--- src/hw/oad_defines.svh ---
/*
  Constants of the operand address decoder: register numbers, steps, reset value.
  Assumes a 16-entry working register file of 16-bit words.
*/
`ifndef OAD_DEFINES_SVH
`define OAD_DEFINES_SVH

// ----------------------------------------
// Working register numbers
// ----------------------------------------
`define OAD_REG_XA 4'h8
`define OAD_REG_XB 4'h9
`define OAD_REG_YA 4'ha
`define OAD_REG_YB 4'hb
`define OAD_REG_FP 4'he
`define OAD_REG_SP 4'hf

// ----------------------------------------
// Steps and reset values
// ----------------------------------------
`define OAD_WORD_STEP 16'h0002
`define OAD_MAC_STEP2 16'h0002
`define OAD_MAC_STEP4 16'h0004
`define OAD_MAC_STEP6 16'h0006
`define OAD_REG_RST 16'h0000
`define OAD_LIT8_MSB 7
`define OAD_INT_DIS_MSB 13

`endif

--- src/hw/oad_pkg.sv ---
/*
  Types of the operand address decoder: instruction classes and addressing modes.
  Assumes nothing of its surroundings.
*/
package oad_pkg;

  // ----------------------------------------
  // Instruction classes
  // ----------------------------------------
  typedef enum logic [3:0] {
    OAD_NO_OPERATION_OP = 4'h0,
    OAD_REGISTER_MOVE_OP = 4'h1,
    OAD_ACCUMULATOR_OP = 4'h2,
    OAD_GENERIC_OP = 4'h3,
    OAD_BRANCH_OP = 4'h4,
    OAD_INTERRUPT_DISABLE_OP = 4'h5,
    OAD_FRAME_UNLINK_OP = 4'h6,
    OAD_MULTIPLY_OP = 4'h7,
    OAD_MULTIPLY_SUBTRACT_OP = 4'h8,
    OAD_EUCLID_DISTANCE_ACC_OP = 4'h9,
    OAD_PREFETCH_STORE_ACC_OP = 4'ha
  } oad_op_t;

  // ----------------------------------------
  // Addressing modes
  // ----------------------------------------
  typedef enum logic [2:0] {
    OAD_AM_DIRECT = 3'h0,
    OAD_AM_IND = 3'h1,
    OAD_AM_POST = 3'h2,
    OAD_AM_PRE = 3'h3,
    OAD_AM_INDEXED = 3'h4,
    OAD_AM_LIT_OFS = 3'h5,
    OAD_AM_LIT8 = 3'h6,
    OAD_AM_LIT16 = 3'h7
  } oad_mode_t;

  typedef enum logic [2:0] {
    OAD_MAC_IND = 3'h0,
    OAD_MAC_POST2 = 3'h1,
    OAD_MAC_POST4 = 3'h2,
    OAD_MAC_POST6 = 3'h3,
    OAD_MAC_INDEXED = 3'h4
  } oad_mac_mode_t;

endpackage

--- src/hw/oad_ea_unit.sv ---
/*
  Effective address unit for one operand of an ordinary instruction.
  Assumes the caller supplies the pointer, offset register and literal values.
*/
`timescale 1ns/1ps
`include "oad_defines.svh"
module oad_ea_unit import oad_pkg::*; (
  input oad_mode_t mode,
  input logic [15:0] base,
  input logic [15:0] ofs,
  input logic [15:0] lit,
  input logic [15:0] step,
  output logic [15:0] ea,
  output logic [15:0] ptr_nxt,
  output logic ptr_we,
  output logic is_reg,
  output logic is_lit
);

  always_comb begin
    ea = base;
    ptr_nxt = base;
    ptr_we = 1'b0;
    is_reg = 1'b0;
    is_lit = 1'b0;
    case (mode)
      OAD_AM_DIRECT: is_reg = 1'b1;
      OAD_AM_IND: ea = base;
      OAD_AM_POST: begin
        // Access uses the old address, pointer moves afterwards
        ptr_nxt = base + step;
        ptr_we = 1'b1;
      end
      OAD_AM_PRE: begin
        ptr_nxt = base + step;
        ea = base + step;
        ptr_we = 1'b1;
      end
      OAD_AM_INDEXED: ea = base + ofs;
      OAD_AM_LIT_OFS: ea = base + lit;
      OAD_AM_LIT8: begin
        ea = {8'h00, lit[`OAD_LIT8_MSB:0]};
        is_lit = 1'b1;
      end
      OAD_AM_LIT16: begin
        ea = lit;
        is_lit = 1'b1;
      end
      default: ea = base;
    endcase
  end

endmodule

--- src/hw/oad_mac_route.sv ---
/*
  Prefetch pointer routing of dual-source multiply instructions to X and Y.
  Assumes bank holds pointer registers 8 to 11 in order; side 0 is X, 1 is Y.
*/
`timescale 1ns/1ps
`include "oad_defines.svh"
module oad_mac_route import oad_pkg::*; (
  input logic [1:0][3:0] ptr_reg,
  input logic [1:0][2:0] mode,
  input logic [3:0][15:0] bank,
  input logic [15:0] ofs,
  output wire [1:0][15:0] addr,
  output wire [1:0][15:0] nxt,
  output wire [1:0] we,
  output wire [1:0] ok
);

  for (genvar s = 0; s < 2; s++) begin : g_side
    localparam logic [3:0] REG_A = (s == 0) ? `OAD_REG_XA : `OAD_REG_YA;
    logic in_set;
    logic sel_b;
    logic [15:0] base;
    logic [15:0] addr_s;
    logic [15:0] nxt_s;
    logic we_s;
    logic ok_s;

    // Side 0 only sees 8/9, side 1 only 10/11
    assign in_set = ptr_reg[s][3:1] == REG_A[3:1];
    assign sel_b = ptr_reg[s][0];
    assign base = sel_b ? bank[2*s+1] : bank[2*s];

    always_comb begin
      addr_s = base;
      nxt_s = base;
      we_s = 1'b0;
      ok_s = in_set;
      case (mode[s])
        OAD_MAC_IND: addr_s = base;
        OAD_MAC_POST2: begin
          nxt_s = base + `OAD_MAC_STEP2;
          we_s = 1'b1;
        end
        OAD_MAC_POST4: begin
          nxt_s = base + `OAD_MAC_STEP4;
          we_s = 1'b1;
        end
        OAD_MAC_POST6: begin
          nxt_s = base + `OAD_MAC_STEP6;
          we_s = 1'b1;
        end
        OAD_MAC_INDEXED: begin
          addr_s = base + ofs;
          ok_s = in_set & sel_b;
        end
        default: ok_s = 1'b0;
      endcase
    end

    assign addr[s] = addr_s;
    assign nxt[s] = nxt_s;
    assign we[s] = we_s;
    assign ok[s] = ok_s;
  end

endmodule

--- src/hw/oad_operand_decode.sv ---
/*
  Operand addressing decoder: checks each instruction's addressing modes,
  forms effective addresses, steps pointers and routes prefetches to X or Y.
  Assumes one instruction offered per cycle with INSTR_VALID, all inputs on
  REF_CLK; results appear one cycle later.
*/
//
// Behaviour
// - Move and accumulator classes accept base plus offset register mode
// - Move source and destination may use different modes together
// - One 4-bit offset register field serves both move operands
// - Move modes: direct, indirect, post, pre, indexed, offset, literals (source only); accumulator: indirect, post, pre, indexed, offset
// - Each class permits only its own subset of modes; others are illegal
// - Multiply class uses a reduced mode set only
// - Multiply prefetch pointers come only from registers eight to eleven
// - Pointers eight and nine read through the X address path
// - Pointers ten and eleven read through the Y address path
// - Multiply indexed mode only on registers nine and eleven
// - Multiply modes: indirect, indexed, post-modify by two, four or six
// - Branch displacement is the 16-bit signed literal of the instruction
// - Interrupt-disable count is the 14-bit unsigned literal field
// - Frame unlink has implied operands, no operand field
// - No-operation decodes with no operands at all
`timescale 1ns/1ps
`include "oad_defines.svh"
module oad_operand_decode import oad_pkg::*; (
  input logic REF_CLK,
  input logic RESET_N,
  input logic INSTR_VALID,
  input oad_op_t INSTR_OP,
  input oad_mode_t SRC_MODE,
  input logic [3:0] SRC_REG,
  input oad_mode_t DST_MODE,
  input logic [3:0] DST_REG,
  input logic [3:0] OFFSET_REGISTER_FIELD,
  input logic [3:0] MOD_STEP,
  input logic [15:0] LIT_FIELD,
  input logic [3:0] X_PREF_REG,
  input oad_mac_mode_t X_PREF_MODE,
  input logic [3:0] Y_PREF_REG,
  input oad_mac_mode_t Y_PREF_MODE,
  input logic WREG_WE,
  input logic [3:0] WREG_SEL,
  input logic [15:0] WREG_WDATA,
  output logic [15:0] WREG_RDATA,
  output logic DEC_DONE,
  output logic DEC_ILLEGAL,
  output logic [15:0] SRC_EA,
  output logic SRC_IS_REG,
  output logic SRC_IS_LIT,
  output logic [15:0] DST_EA,
  output logic DST_IS_REG,
  output logic X_RD_EN,
  output logic [15:0] X_RD_ADDR,
  output logic Y_RD_EN,
  output logic [15:0] Y_RD_ADDR,
  output logic BRANCH_EN,
  output logic [15:0] BRANCH_DISP,
  output logic INT_DIS_EN,
  output logic [13:0] INT_DIS_COUNT,
  output logic IMPLIED_OP,
  output logic NO_OPERAND
);

  // ----------------------------------------
  // Working registers and operand values
  // ----------------------------------------
  logic [15:0] wreg_r [16];
  logic [15:0] wreg_nxt [16];
  logic [15:0] src_base;
  logic [15:0] dst_base;
  logic [15:0] ofs_val;
  logic [15:0] step_ext;
  logic [15:0] fp_val;
  logic [15:0] unlink_addr;
  logic [3:0][15:0] mac_bank;

  assign src_base = wreg_r[SRC_REG];
  assign dst_base = wreg_r[DST_REG];
  // Shared by source and destination of a move
  assign ofs_val = wreg_r[OFFSET_REGISTER_FIELD];
  assign step_ext = {{12{MOD_STEP[3]}}, MOD_STEP};
  assign fp_val = wreg_r[`OAD_REG_FP];
  assign unlink_addr = fp_val - `OAD_WORD_STEP;
  assign mac_bank = {wreg_r[11], wreg_r[10], wreg_r[9], wreg_r[8]};

  // ----------------------------------------
  // Address units
  // ----------------------------------------
  logic [15:0] src_ea;
  logic [15:0] src_ptr;
  logic src_we;
  logic src_isreg;
  logic src_islit;
  logic [15:0] dst_ea;
  logic [15:0] dst_ptr;
  logic dst_we;
  logic dst_isreg;
  logic dst_islit;
  logic [1:0][15:0] mac_addr;
  logic [1:0][15:0] mac_nxt;
  logic [1:0] mac_we;
  logic [1:0] mac_ok;

  // Separate units so source and destination modes differ freely
  oad_ea_unit u_src (
    .mode(SRC_MODE),
    .base(src_base),
    .ofs(ofs_val),
    .lit(LIT_FIELD),
    .step(step_ext),
    .ea(src_ea),
    .ptr_nxt(src_ptr),
    .ptr_we(src_we),
    .is_reg(src_isreg),
    .is_lit(src_islit)
  );

  oad_ea_unit u_dst (
    .mode(DST_MODE),
    .base(dst_base),
    .ofs(ofs_val),
    .lit(LIT_FIELD),
    .step(step_ext),
    .ea(dst_ea),
    .ptr_nxt(dst_ptr),
    .ptr_we(dst_we),
    .is_reg(dst_isreg),
    .is_lit(dst_islit)
  );

  oad_mac_route u_mac (
    .ptr_reg({Y_PREF_REG, X_PREF_REG}),
    .mode({Y_PREF_MODE, X_PREF_MODE}),
    .bank(mac_bank),
    .ofs(ofs_val),
    .addr(mac_addr),
    .nxt(mac_nxt),
    .we(mac_we),
    .ok(mac_ok)
  );

  // ----------------------------------------
  // Mode permission per class
  // ----------------------------------------
  logic uses_src;
  logic uses_dst;
  logic is_mac;
  logic legal;
  logic accept;

  always_comb begin
    uses_src = 1'b0;
    uses_dst = 1'b0;
    is_mac = 1'b0;
    legal = 1'b1;
    case (INSTR_OP)
      OAD_REGISTER_MOVE_OP: begin
        uses_src = 1'b1;
        uses_dst = 1'b1;
        legal = DST_MODE != OAD_AM_LIT8 && DST_MODE != OAD_AM_LIT16;
      end
      OAD_ACCUMULATOR_OP: begin
        uses_src = 1'b1;
        legal = SRC_MODE inside {OAD_AM_IND, OAD_AM_POST, OAD_AM_PRE,
          OAD_AM_INDEXED, OAD_AM_LIT_OFS};
      end
      OAD_GENERIC_OP: begin
        uses_src = 1'b1;
        uses_dst = 1'b1;
        legal = SRC_MODE <= OAD_AM_PRE && DST_MODE <= OAD_AM_PRE;
      end
      OAD_MULTIPLY_OP, OAD_MULTIPLY_SUBTRACT_OP, OAD_EUCLID_DISTANCE_ACC_OP,
      OAD_PREFETCH_STORE_ACC_OP: begin
        is_mac = 1'b1;
        legal = &mac_ok;
      end
      OAD_BRANCH_OP, OAD_INTERRUPT_DISABLE_OP, OAD_FRAME_UNLINK_OP,
      OAD_NO_OPERATION_OP: legal = 1'b1;
      default: legal = 1'b0;
    endcase
  end

  assign accept = INSTR_VALID && legal;

  // ----------------------------------------
  // Pointer write-back
  // ----------------------------------------
  always_comb begin
    for (int i = 0; i < 16; i++) begin
      wreg_nxt[i] = wreg_r[i];
    end
    if (WREG_WE) begin
      wreg_nxt[WREG_SEL] = WREG_WDATA;
    end
    if (accept) begin
      if (uses_src && src_we) begin
        wreg_nxt[SRC_REG] = src_ptr;
      end
      if (uses_dst && dst_we) begin
        wreg_nxt[DST_REG] = dst_ptr;
      end
      if (is_mac && mac_we[0]) begin
        wreg_nxt[X_PREF_REG] = mac_nxt[0];
      end
      if (is_mac && mac_we[1]) begin
        wreg_nxt[Y_PREF_REG] = mac_nxt[1];
      end
      if (INSTR_OP == OAD_FRAME_UNLINK_OP) begin
        wreg_nxt[`OAD_REG_SP] = unlink_addr;
      end
    end
  end

  always_ff @(posedge REF_CLK or negedge RESET_N) begin
    if (!RESET_N) begin
      for (int i = 0; i < 16; i++) begin
        wreg_r[i] <= `OAD_REG_RST;
      end
    end else begin
      for (int i = 0; i < 16; i++) begin
        wreg_r[i] <= wreg_nxt[i];
      end
    end
  end

  // ----------------------------------------
  // Decode results
  // ----------------------------------------
  logic [15:0] rdata_nxt;
  logic done_nxt;
  logic ill_nxt;
  logic [15:0] src_ea_nxt;
  logic src_reg_nxt;
  logic src_lit_nxt;
  logic [15:0] dst_ea_nxt;
  logic dst_reg_nxt;
  logic x_en_nxt;
  logic [15:0] x_addr_nxt;
  logic y_en_nxt;
  logic [15:0] y_addr_nxt;
  logic br_en_nxt;
  logic int_dis_en_nxt;
  logic impl_nxt;
  logic none_nxt;

  always_comb begin
    rdata_nxt = wreg_r[WREG_SEL];
    done_nxt = INSTR_VALID;
    ill_nxt = INSTR_VALID && !legal;
    src_ea_nxt = (accept && uses_src) ? src_ea : 16'h0000;
    src_reg_nxt = accept && uses_src && src_isreg;
    src_lit_nxt = accept && uses_src && src_islit;
    dst_ea_nxt = (accept && uses_dst) ? dst_ea : 16'h0000;
    dst_reg_nxt = accept && uses_dst && dst_isreg;
    // X path gets 8/9 and the implied unlink read; Y path gets 10/11
    x_en_nxt = accept && (is_mac || INSTR_OP == OAD_FRAME_UNLINK_OP);
    x_addr_nxt = is_mac ? mac_addr[0] : unlink_addr;
    y_en_nxt = accept && is_mac;
    y_addr_nxt = mac_addr[1];
    br_en_nxt = accept && INSTR_OP == OAD_BRANCH_OP;
    int_dis_en_nxt = accept && INSTR_OP == OAD_INTERRUPT_DISABLE_OP;
    impl_nxt = accept && INSTR_OP == OAD_FRAME_UNLINK_OP;
    none_nxt = accept && INSTR_OP == OAD_NO_OPERATION_OP;
  end

  always_ff @(posedge REF_CLK or negedge RESET_N) begin
    if (!RESET_N) begin
      WREG_RDATA <= 16'h0000;
      DEC_DONE <= 1'b0;
      DEC_ILLEGAL <= 1'b0;
      SRC_EA <= 16'h0000;
      SRC_IS_REG <= 1'b0;
      SRC_IS_LIT <= 1'b0;
      DST_EA <= 16'h0000;
      DST_IS_REG <= 1'b0;
      X_RD_EN <= 1'b0;
      X_RD_ADDR <= 16'h0000;
      Y_RD_EN <= 1'b0;
      Y_RD_ADDR <= 16'h0000;
      BRANCH_EN <= 1'b0;
      BRANCH_DISP <= 16'h0000;
      INT_DIS_EN <= 1'b0;
      INT_DIS_COUNT <= 14'h0000;
      IMPLIED_OP <= 1'b0;
      NO_OPERAND <= 1'b0;
    end else begin
      WREG_RDATA <= rdata_nxt;
      DEC_DONE <= done_nxt;
      DEC_ILLEGAL <= ill_nxt;
      SRC_EA <= src_ea_nxt;
      SRC_IS_REG <= src_reg_nxt;
      SRC_IS_LIT <= src_lit_nxt;
      DST_EA <= dst_ea_nxt;
      DST_IS_REG <= dst_reg_nxt;
      X_RD_EN <= x_en_nxt;
      X_RD_ADDR <= x_addr_nxt;
      Y_RD_EN <= y_en_nxt;
      Y_RD_ADDR <= y_addr_nxt;
      BRANCH_EN <= br_en_nxt;
      BRANCH_DISP <= LIT_FIELD;
      INT_DIS_EN <= int_dis_en_nxt;
      INT_DIS_COUNT <= LIT_FIELD[`OAD_INT_DIS_MSB:0];
      IMPLIED_OP <= impl_nxt;
      NO_OPERAND <= none_nxt;
    end
  end
endmodule

--- config.mk ---
export PLATFORM = sky130hd
export DESIGN_NAME = oad_operand_decode
export DESIGN_NICKNAME = d
export VERILOG_FILES = /design/src/hw/oad_pkg.sv /design/src/hw/oad_ea_unit.sv /design/src/hw/oad_mac_route.sv /design/src/hw/oad_operand_decode.sv
export VERILOG_INCLUDE_DIRS = /design/src /design/src/hw
export SDC_FILE = /design/constraint.sdc
export NUM_CORES = 2
export LEC_CHECK = 0
export ABC_AREA = 1
export BUFFER_PORTS_ARGS = -buffer_cell sky130_fd_sc_hd__buf_2
export CELL_PAD_IN_SITES_DETAIL_PLACEMENT = 0
export CELL_PAD_IN_SITES_GLOBAL_PLACEMENT = 2
export CORE_MARGIN = 4
export CORE_UTILIZATION = 26
export CTS_BUF_LIST = sky130_fd_sc_hd__clkbuf_2 sky130_fd_sc_hd__clkbuf_4 sky130_fd_sc_hd__clkbuf_8
export DETAILED_ROUTE_END_ITERATION = 10
export GPL_TIMING_DRIVEN = 1
export PLACE_DENSITY = 0.68
export SYNTH_ARGS = -nofsm -noshare
export SYNTH_HDL_FRONTEND = slang
export SYNTH_SLANG_ARGS = --single-unit
--- constraint.sdc ---
create_clock -name REF_CLK -period 6.5 [get_ports REF_CLK]
set_input_delay 1.3 -clock REF_CLK [delete_from_list [all_inputs] [get_ports REF_CLK]]
set_output_delay 1.3 -clock REF_CLK [all_outputs]
set_load 0.02 [all_outputs]
# ---- Yosys cells after proc, flatten, opt, wreduce, memory -nomap -nowiden
# Cells that the tools add are included.
dict set report word_totals {
  reg_bits 377
  input_bits 80
}
dict set report op_classes {
  magnitude_cmp 13
  n_mux 63
  bitwise_logic 8
  n_addsub 15
  reduce_logical 44
  n_eq_ne 35
}
# op n
set ops {}
lappend ops {{two-way mux 256 bit} 9}
lappend ops {{bitwise mux 256 bit} 5}
lappend ops {{two-way mux 16 bit} 23}
lappend ops {{demux 16 bit (select 4 bit)} 5}
lappend ops {{binary-select mux 16 bit (select 4 bit)} 4}
lappend ops {{case mux 16 bit (5 select lines)} 2}
lappend ops {{adder 16 bit} 8}
lappend ops {{case mux 16 bit (3 select lines)} 2}
lappend ops {{adder 16 x 3 -> 16 bit (second input constant)} 4}
lappend ops {{== test 3 bit (second input constant)} 12}
lappend ops {{adder 16 x 2 -> 16 bit (second input constant)} 2}
lappend ops {{greater-or-equal comparator 5 bit (second input constant)} 6}
lappend ops {{NOT 4 -> 5 bit} 6}
lappend ops {{< comparator 5 x 1 -> 1 bit (second input constant)} 5}
lappend ops {{== test 3 x 2 -> 1 bit (second input constant)} 8}
lappend ops {{logical AND 1 bit} 24}
lappend ops {{== test 4 x 3 -> 1 bit (second input constant)} 4}
lappend ops {{OR reduction 4 bit} 4}
lappend ops {{subtractor 16 x 2 -> 16 bit (second input constant)} 1}
lappend ops {{== test 4 bit (second input constant)} 3}
lappend ops {{zero test 3 bit} 4}
lappend ops {{two-way mux 1 bit} 10}
lappend ops {{== test 3 x 1 -> 1 bit (second input constant)} 3}
lappend ops {{OR reduction 3 bit} 3}
lappend ops {{13 further kinds} 21}

# ---- Depth between registers and ports, before layout
dict set report logic_depth {
  word_depth 20
  depth_mapped 29
  mapped_depth_nobuf 26
}

# ---- Cells and area by module
# From an unflattened synthesis, not the netlist that was laid out.
dict set report unflattened {
  cells_unflattened 8700
  area_unflattened_um2 47899.7
}
# mod cells_each area_each_um2 n_inst seq_area_each_um2
set modules_own_cells {}
lappend modules_own_cells {oad_operand_decode 6833 38579.5 1 9083.7}
lappend modules_own_cells {oad_mac_route 822 4111.4 1 0.0}
lappend modules_own_cells {{oad_ea_unit (u_src)} 521 2627.5 1 0.0}
lappend modules_own_cells {{oad_ea_unit (u_dst)} 524 2581.2 1 0.0}

# ---- Worst setup path before layout
# OpenSTA, ideal clock, no wires.
dict set report synth_path {
  path_type {in2reg}
  from {input OFFSET_REGISTER_FIELD[0]}
  to {register SRC_EA[12]}
  setup_slack_ns 1.733
  n_path_buf 4
  t_arrival_ns 4.655
  cell_stages 21
  t_required_ns 6.387
  path_cell_list {buf_2 clkbuf_1 clkbuf_1 clkbuf_1 a21oi_1 o221ai_1 nand2_1 nand2_1 o21ai_0 ha_1 fa_1 nand3_1 nand2_1 a21oi_1 o21ai_0 a21boi_0 o21ai_0 o21ai_0 nand3_1 nand2_1 inv_1}
}
dict set report synth_between {
  elab_chain_len 7
}
# element line
set synth_lines {}
lappend synth_lines {{from (decl)} oad_operand_decode.sv:35} ;# input logic [3:0] OFFSET_REGISTER_FIELD,
lappend synth_lines {{NOT 4 -> 5 bit (implied by the code)} oad_operand_decode.sv:81} ;# assign ofs_val = wreg_r[OFFSET_REGISTER_FIELD];
lappend synth_lines {{binary-select mux 16 bit (select 4 bit)} oad_operand_decode.sv:81}
lappend synth_lines {{two-way mux 16 bit (implied by the code) (2 in series)} oad_operand_decode.sv:81}
lappend synth_lines {{adder 16 bit} oad_ea_unit.sv:39} ;# OAD_AM_INDEXED: ea = base + ofs;
lappend synth_lines {{case mux 16 bit (5 select lines)} oad_ea_unit.sv:26} ;# case (mode)
lappend synth_lines {{two-way mux 16 bit} oad_operand_decode.sv:251} ;# src_ea_nxt = (accept && uses_src) ? src_ea : 16'h0000;
lappend synth_lines {{named net src_ea_nxt[12]} oad_operand_decode.sv:233} ;# logic [15:0] src_ea_nxt;
lappend synth_lines {{to (signal assigned)} oad_operand_decode.sv:291} ;# SRC_EA <= src_ea_nxt;
lappend synth_lines {{to (decl)} oad_operand_decode.sv:48} ;# output logic [15:0] SRC_EA,
# The timed path passes the listed nets, and every way through them passes these cells. The select of a mux whose other input is x is not followed.

==> flow_metrics.env <==
export IMPL_status="finished with violations"
export IMPL_violations="max-capacitance violations"
export IMPL_synthMuxAreaShare_pct=0.870
export IMPL_root_buffer="clkbuf_8"
export IMPL_period_share_pct=89.6
export IMPL_async_flop_share_pct=100
export IMPL_peakVddDrop_mv=0.185
export IMPL_max_stage_delay_ps=820
export IMPL_drt_iter0_markers=7128
export IMPL_grt_pass1_wl_um=418000
export IMPL_die_x_um=407
export IMPL_dr_wl_met3_um=30600
export IMPL_cts_sinks=363
export IMPL_dr_pass1_iters=7
export IMPL_ys_seq_elements=363
export IMPL_core_sq_um=158000
export IMPL_ant_nets=0
export IMPL_final_nets=7139
export IMPL_grt_pass1_vias=50900
export IMPL_synth_top_family_by_area="compound AO/OA/AOI/OAI gates"
export IMPL_synthXorXnorAreaFrac_pct=1.16
export IMPL_drv_slew=0
export IMPL_avgSynthCellArea_sq_um=6.05
export IMPL_powerDensity_nw_per_um2=336
export IMPL_synth_seq_area_share_pct=21.9
export IMPL_grt_max_degree=115
export IMPL_die_h_um=407
export IMPL_holdCritPathClass="in2async"
export IMPL_cp_common_cell="nand2_1"
export IMPL_area_growth_pct=14.2
export IMPL_power_leakage_nw=22.3
export IMPL_required_ps=7190
export IMPL_dieArea_sq_um=166000
export IMPL_rsz0062_at_grt="false"
export IMPL_synth_fa_ha_area_share_pct=3.26
export IMPL_postCtsSetupBuffers=0
export IMPL_wl_per_cell_um=34.3
export IMPL_cp_slowest_cell="o21ai_0"
export IMPL_synth_distinct_cells=61
export IMPL_synth_edf_count=0
export IMPL_slew_headroom_pct=1.25
export IMPL_start_kind="primary input"
export IMPL_start_util_pct=26.1
export IMPL_cts_clk_slew_worst_paths_ps=50
export IMPL_cts_tree="yes"
export IMPL_synth_compound_area_share_pct=33.4
export IMPL_critPathBufInv=4
export IMPL_cap_violations=1
export IMPL_dp_hpwl_um=233000
export IMPL_final_hold_violation_count=0
export IMPL_ys_warnings_count=0
export IMPL_portBuffers=200
export IMPL_worst_slew_pin_slew_ps=1470
export IMPL_final_setup_tns_ps=0
export IMPL_dr_total_vias=54800
export IMPL_via_per_inst=6.01
export IMPL_crit_family="simple AND/OR/NAND/NOR gates"
export IMPL_overflow=0
export IMPL_path_class="in2reg"
export IMPL_cp_arrival_ps=6510
export IMPL_period_minus_slack_ps=5830
export IMPL_clockBufferDepth=3
export IMPL_reg2reg_from="wreg_r[208]"
export IMPL_top_layer="met5"
export IMPL_synth_main_ff_cell="dfrtp_1"
export IMPL_yosys_area_share_simple_pct=27.5
export IMPL_crit_fanout=41
export IMPL_fmax_mhz=172
export IMPL_clk_latency_ps=870
export IMPL_place_congestion=1.02
export IMPL_setup_violations=0
export IMPL_drc=0
export IMPL_met1_length_um=121000
export IMPL_num_rows=146
export IMPL_routed_wl_um=312000
export IMPL_fin_total_pwr_mw=15.9
export IMPL_wl_met2_um=134000
export IMPL_syn_num_nets=7025
export IMPL_cts_buffers=84
export IMPL_io_pins=201
export IMPL_drive_above_1_share_pct=12.8
export IMPL_fin_util_pct=29.9
export IMPL_antenna_found_initial=18
export IMPL_grt_use_total_pct=36.2
export IMPL_cp_cell_sequence="buf_2 -> nor2_8 -> inv_4 -> o22ai_1 -> o21ai_0 -> nand2_1 -> nor2_1 -> inv_1 -> ha_1 -> fa_1 -> nand3_1 -> nand2_1 -> xnor2_1 -> nand2_1 -> nand2_1 -> inv_1 -> nand2_1 -> a21oi_1 -> o21ai_1 -> nand2_1"
export IMPL_end_kind="flip-flop"
export IMPL_syn_area_sq_um=41400
export IMPL_hold_slack_ps=439
export IMPL_syn_inst=6842
export IMPL_hold_buffers=0
export IMPL_cts_resized=0
export IMPL_h_tree_depth=3
export IMPL_clock_skew_ps=74.3
export IMPL_startpoint="DST_REG[0]"
-- cell families after synthesis --
kind of cell	Yosys count
buffers and inverters	1186
xor gates and xnor gates	54
muxes	36
DFF	363
adders and majority gates	103
AOI/OAI and AO/OA	2438
and+or+nand+nor	2662
-- state kept, by name (all words and copies together), names as in the netlist, 3 cells and up --
register       count
DST_EA            16
Y_RD_ADDR         16
SRC_EA            16
WREG_RDATA        16
BRANCH_DISP        3
fp_val            16
wreg_r           176
INT_DIS_COUNT     13
mac_bank          64
X_RD_ADDR         16
-- path summary, 6_finish.rpt --
check | end | slack [ps] | cells past startpoint
worst max-delay path | wreg_r[180] | 670 | 20
worst min-delay path | Y_RD_ADDR[10] | 440 | 1
worst max register to register | wreg_r[180] | 1610 | 18
worst min register to register | wreg_r[134] | 650 | 4
max in group asynchronous | wreg_r[203] | 4670 | 2
min in group REF_CLK | INT_DIS_COUNT[2] | 570 | 1
-- cell usage after synthesis, drive strengths merged, types with 56 or more instances --
library cell | count | area, sq um
a21oi | 683 | 3420
dfrtp | 363 | 9080
a21boi | 90 | 687
nand3 | 435 | 2210
o221ai | 100 | 876
or2 | 101 | 632
nor2 | 323 | 1460
inv | 691 | 2600
o211ai | 82 | 616
a22oi | 83 | 623
nand2 | 1712 | 6480
o21ai | 1079 | 5460
o22ai | 217 | 1370
ha | 95 | 1190
nand4 | 56 | 363
clkbuf | 283 | 1060
buf | 199 | 1200
-- stage by stage --
step | area [sq um] | instances | setup slack (ps)
global route | 47300 | 9092 | 594
detailed placement | 45500 | 8942 | 228
CTS | 47200 | 9089 | 1100
floorplan | 41400 | 6842 | 1730
global placement | 45500 | 8942 | 249
finish | 47300 | 9108 | 673
-- cell type report --
cell class / count / area (sq um)
multi-input cells: 5293 / 27500
diodes: 19 / 47.5
fillers: 18000 / 111000
clock buffers: 130 / 1630
repair buffers: 510 / 3640
flip-flops and latches: 363 / 9080
clock inverters: 17 / 98.8
well taps: 2072 / 2590
inverters: 704 / 2660
-- power breakdown --
group	leakage (nW)	internal, mW	switching, mW
clock	0.922	1.59	1.42
sequential	4.26	2.90	0.688
combinational	17.1	2.77	6.51
-- routing by layer --
layer	vias up	track usage [%]
li1	23600	-
met1	26500	44.8
met2	3623	55.4
met3	968	7.87
met4	4	26.3
met5	-	0
-- cells in the final DEF (no fill, tap or decap), types with 36 or more instances in the layout --
cell type,n
clkbuf_8,106
dfrtp_1,363
nand2_1,1687
nand4_1,54
inv_1,631
a21oi_1,683
nor2_1,258
buf_4,288
o21ai_0,853
a22oi_1,83
buf_2,197
inv_2,56
ha_1,95
o22ai_1,216
o211ai_1,82
mux2i_1,36
nor2_2,45
nand3_1,429
a21boi_1,73
o221ai_1,100
or2_2,51
o21ai_1,210
No activity file was read; power rests on OpenSTA's default activity.
